==> config.mk <==
export PLATFORM = sky130hd
export DESIGN_NAME = scss_top
export DESIGN_NICKNAME = d
export VERILOG_FILES = /design/src/verilog/scss_top.v
export VERILOG_INCLUDE_DIRS = /design/src /design/src/shared
export SDC_FILE = /design/constraint.sdc
export NUM_CORES = 1
export LEC_CHECK = 0
export BUFFER_PORTS_ARGS = -buffer_cell sky130_fd_sc_hd__buf_2
export CELL_PAD_IN_SITES_DETAIL_PLACEMENT = 1
export CELL_PAD_IN_SITES_GLOBAL_PLACEMENT = 1
export CORE_MARGIN = 5
export CORE_UTILIZATION = 38
export CTS_CLUSTER_DIAMETER = 60
export CTS_CLUSTER_SIZE = 40
export DETAILED_ROUTE_END_ITERATION = 7
export GPL_TIMING_DRIVEN = 0
export HOLD_SLACK_MARGIN = 0.15
export PLACE_DENSITY = 0.86
export SLEW_MARGIN = 10
export SYNTH_ARGS = -nofsm -noshare
export SYNTH_HDL_FRONTEND = slang
export SYNTH_SLANG_ARGS = --single-unit
export TNS_END_PERCENT = 1
==> constraint.sdc <==
create_clock -name aclk -period 2.2 [get_ports aclk]
set_input_delay 0.11 -clock aclk [delete_from_list [all_inputs] [get_ports aclk]]
set_output_delay 0.11 -clock aclk [all_outputs]
set_load 0.02 [all_outputs]
==> src/shared/scss_regs.vh <==
// register map, field positions and timing constants for clock source select
`ifndef SCSS_REGS_VH
`define SCSS_REGS_VH

// register byte offsets
`define SCSS_OSC_CTRL_ADDR    8'h00
`define SCSS_STATUS_ADDR      8'h04
`define SCSS_TIMER_CTRL_ADDR  8'h08
`define SCSS_FIRST_PORT_ADDR       8'h0c

// oscillator_control fields
`define SCSS_SWITCH_BIT       0
`define SCSS_OSC_CTRL_RESET   8'h00

// status fields
`define SCSS_ST_SRC_BIT       0
`define SCSS_ST_BUSY_BIT      1
`define SCSS_ST_RUN_BIT       2
`define SCSS_ST_PLL_BIT       3
`define SCSS_ST_MODE_LSB      4

// timer_one_control fields
`define SCSS_SEC_EN_BIT       0

// primary oscillator modes
`define SCSS_MODE_LP          3'h0
`define SCSS_MODE_XT          3'h1
`define SCSS_MODE_HS          3'h2
`define SCSS_MODE_RC          3'h3
`define SCSS_MODE_EC          3'h4
`define SCSS_MODE_EXT_CLOCK_IO_MODE        3'h5
`define SCSS_MODE_HS4         3'h6
`define SCSS_MODE_RC_IO_MODE        3'h7

// timing
`define SCSS_SYNC_EDGES       8
`define SCSS_OST_CYCLES       1024
`define SCSS_PLL_LOCK_US      2000
`define SCSS_CLK_MHZ          20
`define SCSS_PLL_LOCK_CYC     (`SCSS_PLL_LOCK_US * `SCSS_CLK_MHZ)

`endif

==> src/verilog/scss_top.v <==
// clock source selection with glitch-free switching and axi4-lite registers
// Summary of operation
// - rc clock-out mode drives secondary pin with primary clock divided by 4.
// - external clock-out mode drives secondary pin with input clock divided by 4.
// - rc io mode releases secondary pin as port a bit six.
// - external clock io mode releases secondary pin as general purpose io.
// - both external clock modes switch off the oscillator feedback element.
// - external clock modes need no start-up delay after reset or sleep.
// - pll option multiplies the crystal frequency by 4.
// - pll only in high-speed pll mode; otherwise clock comes straight from input.
// - execution held until the pll lock timer expires.
// - switching allowed only when enable configuration bit is 0.
// - switch bit 0 selects primary oscillator, 1 selects secondary oscillator.
// - clock switch bit cleared by every reset.
// - without secondary oscillator enabled, switch writes ignored, bit stays 0.
// - any source change waits eight rising edges of the target clock.
// - to secondary: freeze at first quarter phase, count eight, resume.
// - back to crystal mode waits the oscillator start-up delay.
// - back to pll mode waits start-up delay then pll lock time.
// - back to rc or external modes skips start-up, waits eight cycles.
// - oscillator control reads zero on bits 7..1, switch bit at 0.
// - eight primary modes chosen by a three-bit configuration field.
// - start-up delay counts 1024 primary oscillator input cycles.
//
// Decided for this implementation: the AXI4-Lite interface to the registers and the register addresses.
`timescale 1ns/1ps
`include "scss_regs.vh"

module scss_top #(
  parameter integer PLL_LOCK_CYC = `SCSS_PLL_LOCK_CYC,
  parameter integer OST_CYC      = `SCSS_OST_CYCLES,
  parameter integer SYNC_EDGES   = `SCSS_SYNC_EDGES
) (
  // clock and reset
  input  wire        aclk,
  input  wire        aresetn,
  // axi4-lite write address
  input  wire [7:0]  s_axi_awaddr,
  input  wire        s_axi_awvalid,
  output wire        s_axi_awready,
  // axi4-lite write data
  input  wire [31:0] s_axi_wdata,
  input  wire [3:0]  s_axi_wstrb,
  input  wire        s_axi_wvalid,
  output wire        s_axi_wready,
  // axi4-lite write response
  output reg  [1:0]  s_axi_bresp,
  output reg         s_axi_bvalid,
  input  wire        s_axi_bready,
  // axi4-lite read address
  input  wire [7:0]  s_axi_araddr,
  input  wire        s_axi_arvalid,
  output wire        s_axi_arready,
  // axi4-lite read data
  output reg  [31:0] s_axi_rdata,
  output reg  [1:0]  s_axi_rresp,
  output reg         s_axi_rvalid,
  input  wire        s_axi_rready,
  // static configuration
  input  wire [2:0]  osc_mode_cfg,
  input  wire        switching_enable_cfg_n,
  // clock sources, sampled as levels
  input  wire        primary_osc_in,
  input  wire        secondary_osc_in,
  input  wire        pll_clk_in,
  // secondary oscillator pin
  input  wire        secondary_osc_pin_i,
  output reg         secondary_osc_pin_o,
  output reg         secondary_osc_pin_oe,
  // oscillator analog controls
  output reg         osc_feedback_en,
  output reg         pll_enable,
  // system clock and core hold
  output reg         sys_clk_out,
  output reg         cpu_run,
  input  wire        first_quarter_phase
);

  // ********************************************************************
  // state and local signals
  // ********************************************************************
  localparam [2:0] ST_RUN  = 3'h0;
  localparam [2:0] ST_FRZ  = 3'h1;
  localparam [2:0] ST_OST  = 3'h2;
  localparam [2:0] ST_PLL  = 3'h3;
  localparam [2:0] ST_SYNC = 3'h4;

  reg  [2:0]  st_q;
  reg  [2:0]  mode_q;
  reg         sw_dis_q;
  reg         cfg_done_q;
  reg         switch_q;
  reg         sec_en_q;
  reg         src_q;
  reg         tgt_q;
  reg  [31:0] cnt_q;
  reg  [1:0]  div_q;
  reg         port_bit_q;
  reg         prim_d1_q;
  reg         sec_d1_q;
  reg         aw_got_q;
  reg         w_got_q;
  reg  [7:0]  aw_addr_q;
  reg  [31:0] w_data_q;
  reg  [3:0]  w_strb_q;

  wire prim_rise = primary_osc_in & ~prim_d1_q;
  wire sec_rise  = secondary_osc_in & ~sec_d1_q;
  wire tgt_rise  = tgt_q ? sec_rise : prim_rise;
  wire is_xtal   = (mode_q == `SCSS_MODE_LP) | (mode_q == `SCSS_MODE_XT) |
                   (mode_q == `SCSS_MODE_HS) | (mode_q == `SCSS_MODE_HS4);
  wire is_pll    = (mode_q == `SCSS_MODE_HS4);
  wire is_ext    = (mode_q == `SCSS_MODE_EC) | (mode_q == `SCSS_MODE_EXT_CLOCK_IO_MODE);
  wire is_io     = (mode_q == `SCSS_MODE_RC_IO_MODE) | (mode_q == `SCSS_MODE_EXT_CLOCK_IO_MODE);
  wire sel_eff   = switch_q & sec_en_q & ~sw_dis_q;

  // ********************************************************************
  // static configuration capture
  // ********************************************************************
  always @(posedge aclk)
  begin
    if (!aresetn)
      cfg_done_q <= 1'b0;
    else
      cfg_done_q <= 1'b1;
  end

  always @(posedge aclk)
  begin
    if (!cfg_done_q)
    begin
      mode_q   <= osc_mode_cfg;
      sw_dis_q <= switching_enable_cfg_n;
    end
  end

  // ********************************************************************
  // axi4-lite slave
  // ********************************************************************
  wire wr_go = aw_got_q & w_got_q & ~s_axi_bvalid;
  assign s_axi_awready = ~aw_got_q & ~s_axi_bvalid;
  assign s_axi_wready  = ~w_got_q & ~s_axi_bvalid;
  assign s_axi_arready = ~s_axi_rvalid;

  always @(posedge aclk)
  begin
    if (!aresetn)
    begin
      aw_got_q     <= 1'b0;
      w_got_q      <= 1'b0;
      aw_addr_q    <= 8'h00;
      w_data_q     <= 32'h0000_0000;
      w_strb_q     <= 4'h0;
      s_axi_bvalid <= 1'b0;
      s_axi_bresp  <= 2'h0;
      switch_q     <= 1'b0;
      sec_en_q     <= 1'b0;
      port_bit_q   <= 1'b0;
    end
    else
    begin
      if (s_axi_awvalid & s_axi_awready)
      begin
        aw_got_q  <= 1'b1;
        aw_addr_q <= s_axi_awaddr;
      end
      if (s_axi_wvalid & s_axi_wready)
      begin
        w_got_q  <= 1'b1;
        w_data_q <= s_axi_wdata;
        w_strb_q <= s_axi_wstrb;
      end
      if (wr_go)
      begin
        aw_got_q     <= 1'b0;
        w_got_q      <= 1'b0;
        s_axi_bvalid <= 1'b1;
        s_axi_bresp  <= 2'h0;
        case (aw_addr_q)
          `SCSS_OSC_CTRL_ADDR:
            if (w_strb_q[0])
              switch_q <= w_data_q[`SCSS_SWITCH_BIT]
                          & sec_en_q & ~sw_dis_q;
          `SCSS_TIMER_CTRL_ADDR:
            if (w_strb_q[0])
              sec_en_q <= w_data_q[`SCSS_SEC_EN_BIT];
          `SCSS_FIRST_PORT_ADDR:
            if (w_strb_q[0])
              port_bit_q <= w_data_q[6];
          `SCSS_STATUS_ADDR: ;
          default:
            s_axi_bresp <= 2'h2;
        endcase
      end
      else if (s_axi_bvalid & s_axi_bready)
        s_axi_bvalid <= 1'b0;
      // secondary oscillator turned off forces primary
      if (!sec_en_q)
        switch_q <= 1'b0;
    end
  end

  always @(posedge aclk)
  begin
    if (!aresetn)
    begin
      s_axi_rvalid <= 1'b0;
      s_axi_rdata  <= 32'h0000_0000;
      s_axi_rresp  <= 2'h0;
    end
    else if (s_axi_arvalid & s_axi_arready)
    begin
      s_axi_rvalid <= 1'b1;
      s_axi_rresp  <= 2'h0;
      case (s_axi_araddr)
        `SCSS_OSC_CTRL_ADDR:
          s_axi_rdata <= {31'h0, switch_q};
        `SCSS_STATUS_ADDR:
          s_axi_rdata <= {25'h0, mode_q, pll_enable, cpu_run,
                          (st_q != ST_RUN), src_q};
        `SCSS_TIMER_CTRL_ADDR:
          s_axi_rdata <= {31'h0, sec_en_q};
        `SCSS_FIRST_PORT_ADDR:
          s_axi_rdata <= {25'h0, secondary_osc_pin_i, 6'h00};
        default:
        begin
          s_axi_rdata <= 32'h0000_0000;
          s_axi_rresp <= 2'h2;
        end
      endcase
    end
    else if (s_axi_rvalid & s_axi_rready)
      s_axi_rvalid <= 1'b0;
  end

  // ********************************************************************
  // switch sequencer
  // ********************************************************************
  always @(posedge aclk)
  begin
    if (!aresetn)
    begin
      prim_d1_q <= 1'b0;
      sec_d1_q  <= 1'b0;
    end
    else
    begin
      prim_d1_q <= primary_osc_in;
      sec_d1_q  <= secondary_osc_in;
    end
  end

  always @(posedge aclk)
  begin
    if (!aresetn || !cfg_done_q)
    begin
      st_q    <= ST_PLL;
      src_q   <= 1'b0;
      tgt_q   <= 1'b0;
      cnt_q   <= 32'h0;
      cpu_run <= 1'b0;
    end
    else
    begin
      case (st_q)
        ST_RUN:
          if (sel_eff != src_q)
          begin
            tgt_q <= sel_eff;
            cnt_q <= 32'h0;
            if (sel_eff)
              st_q <= ST_FRZ;
            else
            begin
              cpu_run <= 1'b0;
              st_q    <= is_xtal ? ST_OST : ST_SYNC;
            end
          end
        ST_FRZ:
          if (first_quarter_phase)
          begin
            cpu_run <= 1'b0;
            st_q    <= ST_SYNC;
          end
        ST_OST:
          if (prim_rise)
          begin
            if (cnt_q == OST_CYC - 1)
            begin
              cnt_q <= 32'h0;
              st_q  <= is_pll ? ST_PLL : ST_SYNC;
            end
            else
              cnt_q <= cnt_q + 32'h1;
          end
        ST_PLL:
          // held from reset until lock timer expires
          if (!is_pll || cnt_q == PLL_LOCK_CYC - 1)
          begin
            cnt_q <= 32'h0;
            if (src_q != tgt_q)
              st_q <= ST_SYNC;
            else
            begin
              cpu_run <= 1'b1;
              st_q    <= ST_RUN;
            end
          end
          else
            cnt_q <= cnt_q + 32'h1;
        ST_SYNC:
          if (tgt_rise)
          begin
            if (cnt_q == SYNC_EDGES - 1)
            begin
              cnt_q   <= 32'h0;
              src_q   <= tgt_q;
              cpu_run <= 1'b1;
              st_q    <= ST_RUN;
            end
            else
              cnt_q <= cnt_q + 32'h1;
          end
        default:
          st_q <= ST_RUN;
      endcase
    end
  end

  // ********************************************************************
  // clock mux and pin control
  // ********************************************************************
  always @(posedge aclk)
  begin
    if (!aresetn)
    begin
      sys_clk_out          <= 1'b0;
      div_q                <= 2'h0;
      secondary_osc_pin_o  <= 1'b0;
      secondary_osc_pin_oe <= 1'b0;
      osc_feedback_en      <= 1'b0;
      pll_enable           <= 1'b0;
    end
    else
    begin
      if (st_q == ST_RUN || st_q == ST_FRZ)
        sys_clk_out <= src_q ? secondary_osc_in :
                       (is_pll ? pll_clk_in : primary_osc_in);
      else
        sys_clk_out <= 1'b0;
      if (prim_rise)
        div_q <= div_q + 2'h1;
      pll_enable      <= is_pll;
      osc_feedback_en <= ~is_ext;
      if (is_io)
      begin
        secondary_osc_pin_o  <= port_bit_q;
        secondary_osc_pin_oe <= 1'b1;
      end
      else if (mode_q == `SCSS_MODE_RC || mode_q == `SCSS_MODE_EC)
      begin
        secondary_osc_pin_o  <= div_q[1];
        secondary_osc_pin_oe <= 1'b1;
      end
      else
      begin
        secondary_osc_pin_o  <= 1'b0;
        secondary_osc_pin_oe <= 1'b0;
      end
    end
  end

endmodule // scss_top

==> flow_summary.toml, run 1 <==
[critical_path]
reg2reg_to = "cpu_run"
setup.worst_path.class = "in -> reg"
startpoint = "aresetn"
end_kind = "register"
startpoint_type = "primary input"
crit_path_end = "s_axi_rvalid"
cp.arrival_ns = 2.46
cp_max_fo = 10
r2r_cells = 6
r2r_setup_slack_ns = 0.07
rr_startpoint = "mode_q[0]"
cp.required_ns = 2.53

[synthesis]
yosysSeqAreaShare = 0.405
synth_cell_types = 57
synth_top_area_frac = 0.375
synth_top_flop_cell = "dfxtp_1"
ys_ff_latch = 79
yosys.area.top_type = "dfxtp_1"
synthTopCellsByArea = "dfxtp_1 (37%), buf_4 (5.2%), mux2i_1 (5.2%), nor2_1 (4.7%), nor2b_1 (4.5%)"
synth_edf_count = 4
async_flop_share = 0
netlist_instances = 453
syn_area_mm2 = 0.00401
avgSynthCellArea_um2 = 8.85
synth_warnings = 0

[outcome]
outcome = "completed"

[power]
peakVddDrop_v = 0.000293
power.leakage_nw = 2.16
power_per_cell_area_mw_per_mm2 = 612
p_total_mw = 3.12

[global_routing]
grt_max_degree = 16
grt_overflow = 0
antenna_found_initial = 1
grt_pass1_vias = 3950
grt_pass1_wl_mm = 20.2
grt_use_total = 0.198

[placed_design]
io_buffers = 54
placed_area_mm2 = 0.00455
placedCellCount = 669
dp_hpwl_mm = 7.99
gp_congestion = 0.795

[die]
rows = 37
io_pins = 115
die-area_mm2 = 0.0127
start_util = 0.388
core_mm2 = 0.0103
die_h_um = 113
dieWidth_um = 113

[timing]
relSlewSlack = 0.591
period_share = 0.969
tns_ns = 0
fin_skew_ns = 0.0120
max_freq_ghz = 0.469
final.min_clock_period_ns = 2.13
worst_pin_slew_ns = 0.607
drv_slew = 0
setup_viol = 0
rsz0062_at_grt = "yes"
hold_viol_final = 0

[flow_run]
cap_violations = 0

[drt]
wl_met3_um = 597
wirelength_mm = 12.3
drt-met1-wl_mm = 5.10
via_count = 3732
drc = 0
drt_pass1_iterations = 4
top_layer_used = "met4"
antenna_left = 0
post_drt_wl_per_cell_um = 17.3
wl_met2_mm = 6.21
vias_per_cell = 5.23
drtIter0Drc = 254

[hold_path]
hold_path_class = "in -> reg"

[final_layout]
final_common_cell = "dfxtp_1"
multi_input_area_mm2 = 0.00223
layout_common_cells = "dfxtp_1 (72), buf_2 (59), nor2_1 (50), nand2_1 (31)"
drive_gt1_frac = 0.222
area_growth_pct = 27.0
finalInstanceArea_mm2 = 0.00509
nets = 640
fillCellCount = 1253
seq_area_mm2 = 0.00163
instances_no_fill = 713

[clocking]
cts_tree = "done"
cts-buffers-inserted = 9
cts_sinks = 79
insertion_delay_ns = 0.38
h-tree-depth = 3
cts_root_buf = "clkbuf_8"
clk_pin_slew_ns = 0.10
clockBufferDepth = 2
==> worst min path at each step <==
stage / startpoint / to / slack (ns) / cells after the start
global route: s_axi_wvalid / w_got_q / 0.19 / 3
floorplan: aresetn / cfg_done_q / 0.14 / 0
finish: s_axi_wvalid / w_got_q / 0.16 / 3
global placement: aresetn / cfg_done_q / 0.26 / 1
detailed placement: aresetn / cfg_done_q / 0.26 / 1
CTS: s_axi_araddr[3] / s_axi_rdata[6] / 0.15 / 4
==> repair_timing <==
item | 4_1_cts | 5_1_grt
hold buffers | 27 | 0
pin swaps | 0 | 3
setup buffers | 0 | 1
setup endpoints to repair | 18 | 35
endpoints found under the hold margin | 24 | 0
resized for setup | 3 | 17
==> through the flow <==
stage / hold WS, ns / util / setup WS, ns
after floorplan: 0.138 / - / 0.214
after global placement: 0.260 / 0.440 / 0.0208
after detailed placement: 0.262 / 0.440 / -0.0960
after CTS: 0.150 / 0.485 / -0.0398
after global routing: 0.187 / 0.493 / -0.0450
final: 0.159 / 0.493 / 0.0676
==> worst max-delay path: stages <==
cell and delay [ns]:
dlygate4sd3_1 0.54, buf_2 0.15, clkbuf_1 0.41, clkbuf_1 0.47, o211a_1 0.23, dlygate4sd3_1 0.53
==> cell type report <==
class                      instances  area share
inverter                           6     0.00442
sequential                        79       0.320
buffer                            48      0.0612
multi-input combinational        345       0.438
clock buffer                       9      0.0243
antenna                            1    0.000492
tap                              136      0.0334
clock inverter                     7      0.0111
timing repair buffer              82       0.108
==> cells in the mapped netlist (all sizes together), types with 2 or more instances <==
master   number
xnor2         8
nand4bb       2
a211oi        2
o311ai        3
a22oi         8
dfxtp        75
o211a         4
nand2b        4
clkbuf       13
xor2         16
nand3        18
inv           6
edfxtp        4
and3          9
o22ai         4
mux2i        21
o31ai         2
a21o          5
nor4          8
nor2b        29
nor3          9
nor2         50
and2b         2
a21boi        3
nand2        32
a21oi         8
nand3b        5
nand4        16
o21ai         7
a22o          6
o211ai        2
and2         13
buf          36
nor3b         3
and4          9
==> where the power goes <==
| group | internal [mW] | switching, mW |
|---|---|---|
| sequential | 1.49 | 0.0399 |
| combinational | 0.237 | 0.318 |
| clock | 0.421 | 0.612 |
==> sequential cells by signal (all words and copies together), names as in the netlist, 2 cells and up <==
| name | count |
|---|---|
| aw_addr_q | 8 |
| w_data_q | 2 |
| cnt_q | 32 |
| s_axi_rdata | 7 |
| st_q | 3 |
| div_q | 2 |
| mode_q | 3 |
==> routing by layer <==
| layer | up-vias | track usage |
|---|---|---|
| met5 | - | 0 |
| met1 | 1823 | 0.228 |
| li1 | 1778 | - |
| met3 | 24 | 0.0476 |
| met2 | 107 | 0.340 |
| met4 | 0 | 0.103 |
==> logic make-up (layout without fill, tap and decap cells) <==
group                      Yosys count  after routing  synth area share
and+or+nand+nor                    213            213             0.295
DFF                                 79             79             0.405
adders and majority gates            1              1           0.00312
muxes                               21             21            0.0525
buffers and inverters               55            152            0.0821
AOI/OAI and AO/OA                   59             59             0.109
other                                1             28          0.000936
xor gates and xnor gates            24             24            0.0525
Note: power is estimated with default switching activity, not from simulation.
==> run 2, diff against run 1 <==
==> constraint.sdc (replaced) <==
create_clock -name aclk -period 2.25 [get_ports aclk]
set_input_delay 0.1125 -clock aclk [delete_from_list [all_inputs] [get_ports aclk]]
set_output_delay 0.1125 -clock aclk [all_outputs]
set_load 0.02 [all_outputs]
==> run 2 against run 1 <==
Against the previous run:
- total power is 2.2% lower
- worst setup slack better by 0.0075 ns
- worst hold slack better by 0.0038 ns
- utilization is 0.18 points lower
- critical path depth is 1 higher
- non-clock buffer count stayed put
- cell count is 0.14% higher
- sequential power hardly changed
- sequential share of layout area hardly changed
- final area is 0.37% lower
==> flow_summary.toml, run 2 (same netlist as run 1, synthesis figures left out) <==
[timing]
rsz0062_at_grt = "yes"
setup_viol = 0
max_freq_ghz = 0.460
hold_viol_final = 0
drv_slew = 0
relSlewSlack = 0.602
final.min_clock_period_ns = 2.17
fin_skew_ns = 0.00986
period_share = 0.967
postLayoutSetupSlackWorst_ns = 0.0751
worst_pin_slew_ns = 0.591

[clocking]
clockBufferDepth = 2
cts_sinks = 79
h-tree-depth = 3
insertion_delay_ns = 0.38
clk_pin_slew_ns = 0.09
cts_tree = "done"
cts-buffers-inserted = 9
cts_root_buf = "clkbuf_8"

[global_routing]
grt_max_degree = 16
grt_pass1_wl_mm = 20.2
grt_overflow = 0
grt_pass1_vias = 3950
antenna_found_initial = 2
grt_use_total = 0.198

[power]
p_total_mw = 3.05
power_frac_seq = 0.491
power.leakage_nw = 2.16
power_per_cell_area_mw_per_mm2 = 601
p_sw_frac = 0.313
intPower_mw = 2.09
peakVddDrop_v = 0.000284
p_comb_frac = 0.177
clock_power_share = 0.332
p_sw_mw = 0.953

[final_layout]
nets = 640
layout_common_cells = "dfxtp_1 (73), buf_2 (61), nor2_1 (50), nand2_1 (31), nor2b_1 (29)"
fillCellCount = 1258
final_common_cell = "dfxtp_1"
largest_register_ff_count = 32
reg_top3 = "cnt_q x32, aw_addr_q x8, s_axi_rdata x7"
top_register = "cnt_q"
finalInstanceArea_mm2 = 0.00507
area_growth_pct = 26.5
drive_gt1_frac = 0.217

[drt]
antenna_left = 0
wirelength_mm = 12.3
drc = 0
vias_per_cell = 5.19
drtIter0Drc = 245
drt_pass1_iterations = 4
post_drt_wl_per_cell_um = 17.3
via_count = 3709

[placed_design]
placed_area_mm2 = 0.00455
io_buffers = 54
dp_hpwl_mm = 7.99
place_ws_ns = -0.0460
gp_congestion = 0.795

[die]
core_mm2 = 0.0103
rows = 37
dieWidth_um = 113
start_util = 0.388
die-area_mm2 = 0.0127
io_pins = 115
die_h_um = 113

[flow_run]
cap_violations = 0

[hold_path]
hold_path_class = "in -> reg"

[critical_path]
cp_max_fo = 8
end_kind = "register"
startpoint_type = "register"
cp.required_ns = 2.52
setup.worst_path.class = "reg -> reg"
cp.arrival_ns = 2.44

[outcome]
outcome = "completed"
## run 2: repair_timing
item | CTS | global route
hold buffers | 27 | 0
pin swaps | 0 | 2
cloned | 0 | 0
endpoints found under the setup margin | 12 | 32
setup buffers | 0 | 0
hold endpoints to repair | 24 | 0
resized for setup | 3 | 10
## run 2: final cells by class
| class | count | area [µm²] | share of cell area |
|---|---|---|---|
| inverters | 6 | 22.5 | 0.00444 |
| clock buffers | 9 | 124 | 0.0244 |
| well taps | 136 | 170 | 0.0336 |
| flip-flops and latches | 79 | 1620 | 0.320 |
| clock inverters | 7 | 56.3 | 0.0111 |
| plain buffers | 49 | 308 | 0.0607 |
| diodes | 2 | 5.00 | 0.000987 |
| multi-input cells | 345 | 2220 | 0.438 |
| repair buffers | 81 | 541 | 0.107 |
## run 2: stage by stage
step / TNS, ns / cells / utilization / hold slack, ns
2_1_floorplan: 0 / 479 / - / 0.140
3_3_place_gp: 0 / 669 / 0.440 / 0.263
3_5_place_dp: -0.130 / 669 / 0.440 / 0.264
4_1_cts: 0 / 712 / 0.485 / 0.153
5_1_grt: -0.0508 / 714 / 0.491 / 0.189
6_report: 0 / 714 / 0.491 / 0.163
## run 2: power groups by stage
| stage | Clock, mW | Sequential [mW] | Combinational [mW] |
|---|---|---|---|
| 6_report | 1.01 | 1.50 | 0.540 |
| 5_1_grt | 1.10 | 1.50 | 0.584 |
| 4_1_cts | 1.03 | 1.49 | 0.519 |
| 3_5_place_dp | 0 | 1.52 | 0.478 |
| 3_3_place_gp | 0 | 1.52 | 0.464 |
| 2_1_floorplan | 0 | 1.53 | 0.333 |
## run 2: worst paths after layout
path | endpoint | startpoint | cells past startpoint | slack, ns
worst max-delay path | cnt_q[31] | cnt_q[15] | 7 | 0.08
worst min-delay path | w_got_q | s_axi_wvalid | 3 | 0.16
worst max register to register | cnt_q[31] | cnt_q[15] | 7 | 0.08
worst min register to register | s_axi_rdata[6] | s_axi_rdata[6] | 2 | 0.48
## run 2: worst max-delay path, stage by stage, from the launching register on
cell and delay (ns):
dfxtp_1 0.43, and4_1 0.33, and4_1 0.24, clkbuf_1 0.27, and4_1 0.31, nand3_1 0.12
a21o_1 0.20, a22o_1 0.16
## run 2: layer usage
layer  wire length (µm)  share of wire  up-vias  track usage
li1                   -              -     1773            -
met1               5190           0.42     1810        0.228
met2               6290           0.51      101        0.340
met3                535          0.043       25       0.0476
met4                329          0.027        0        0.103
met5                  0              0        -            0
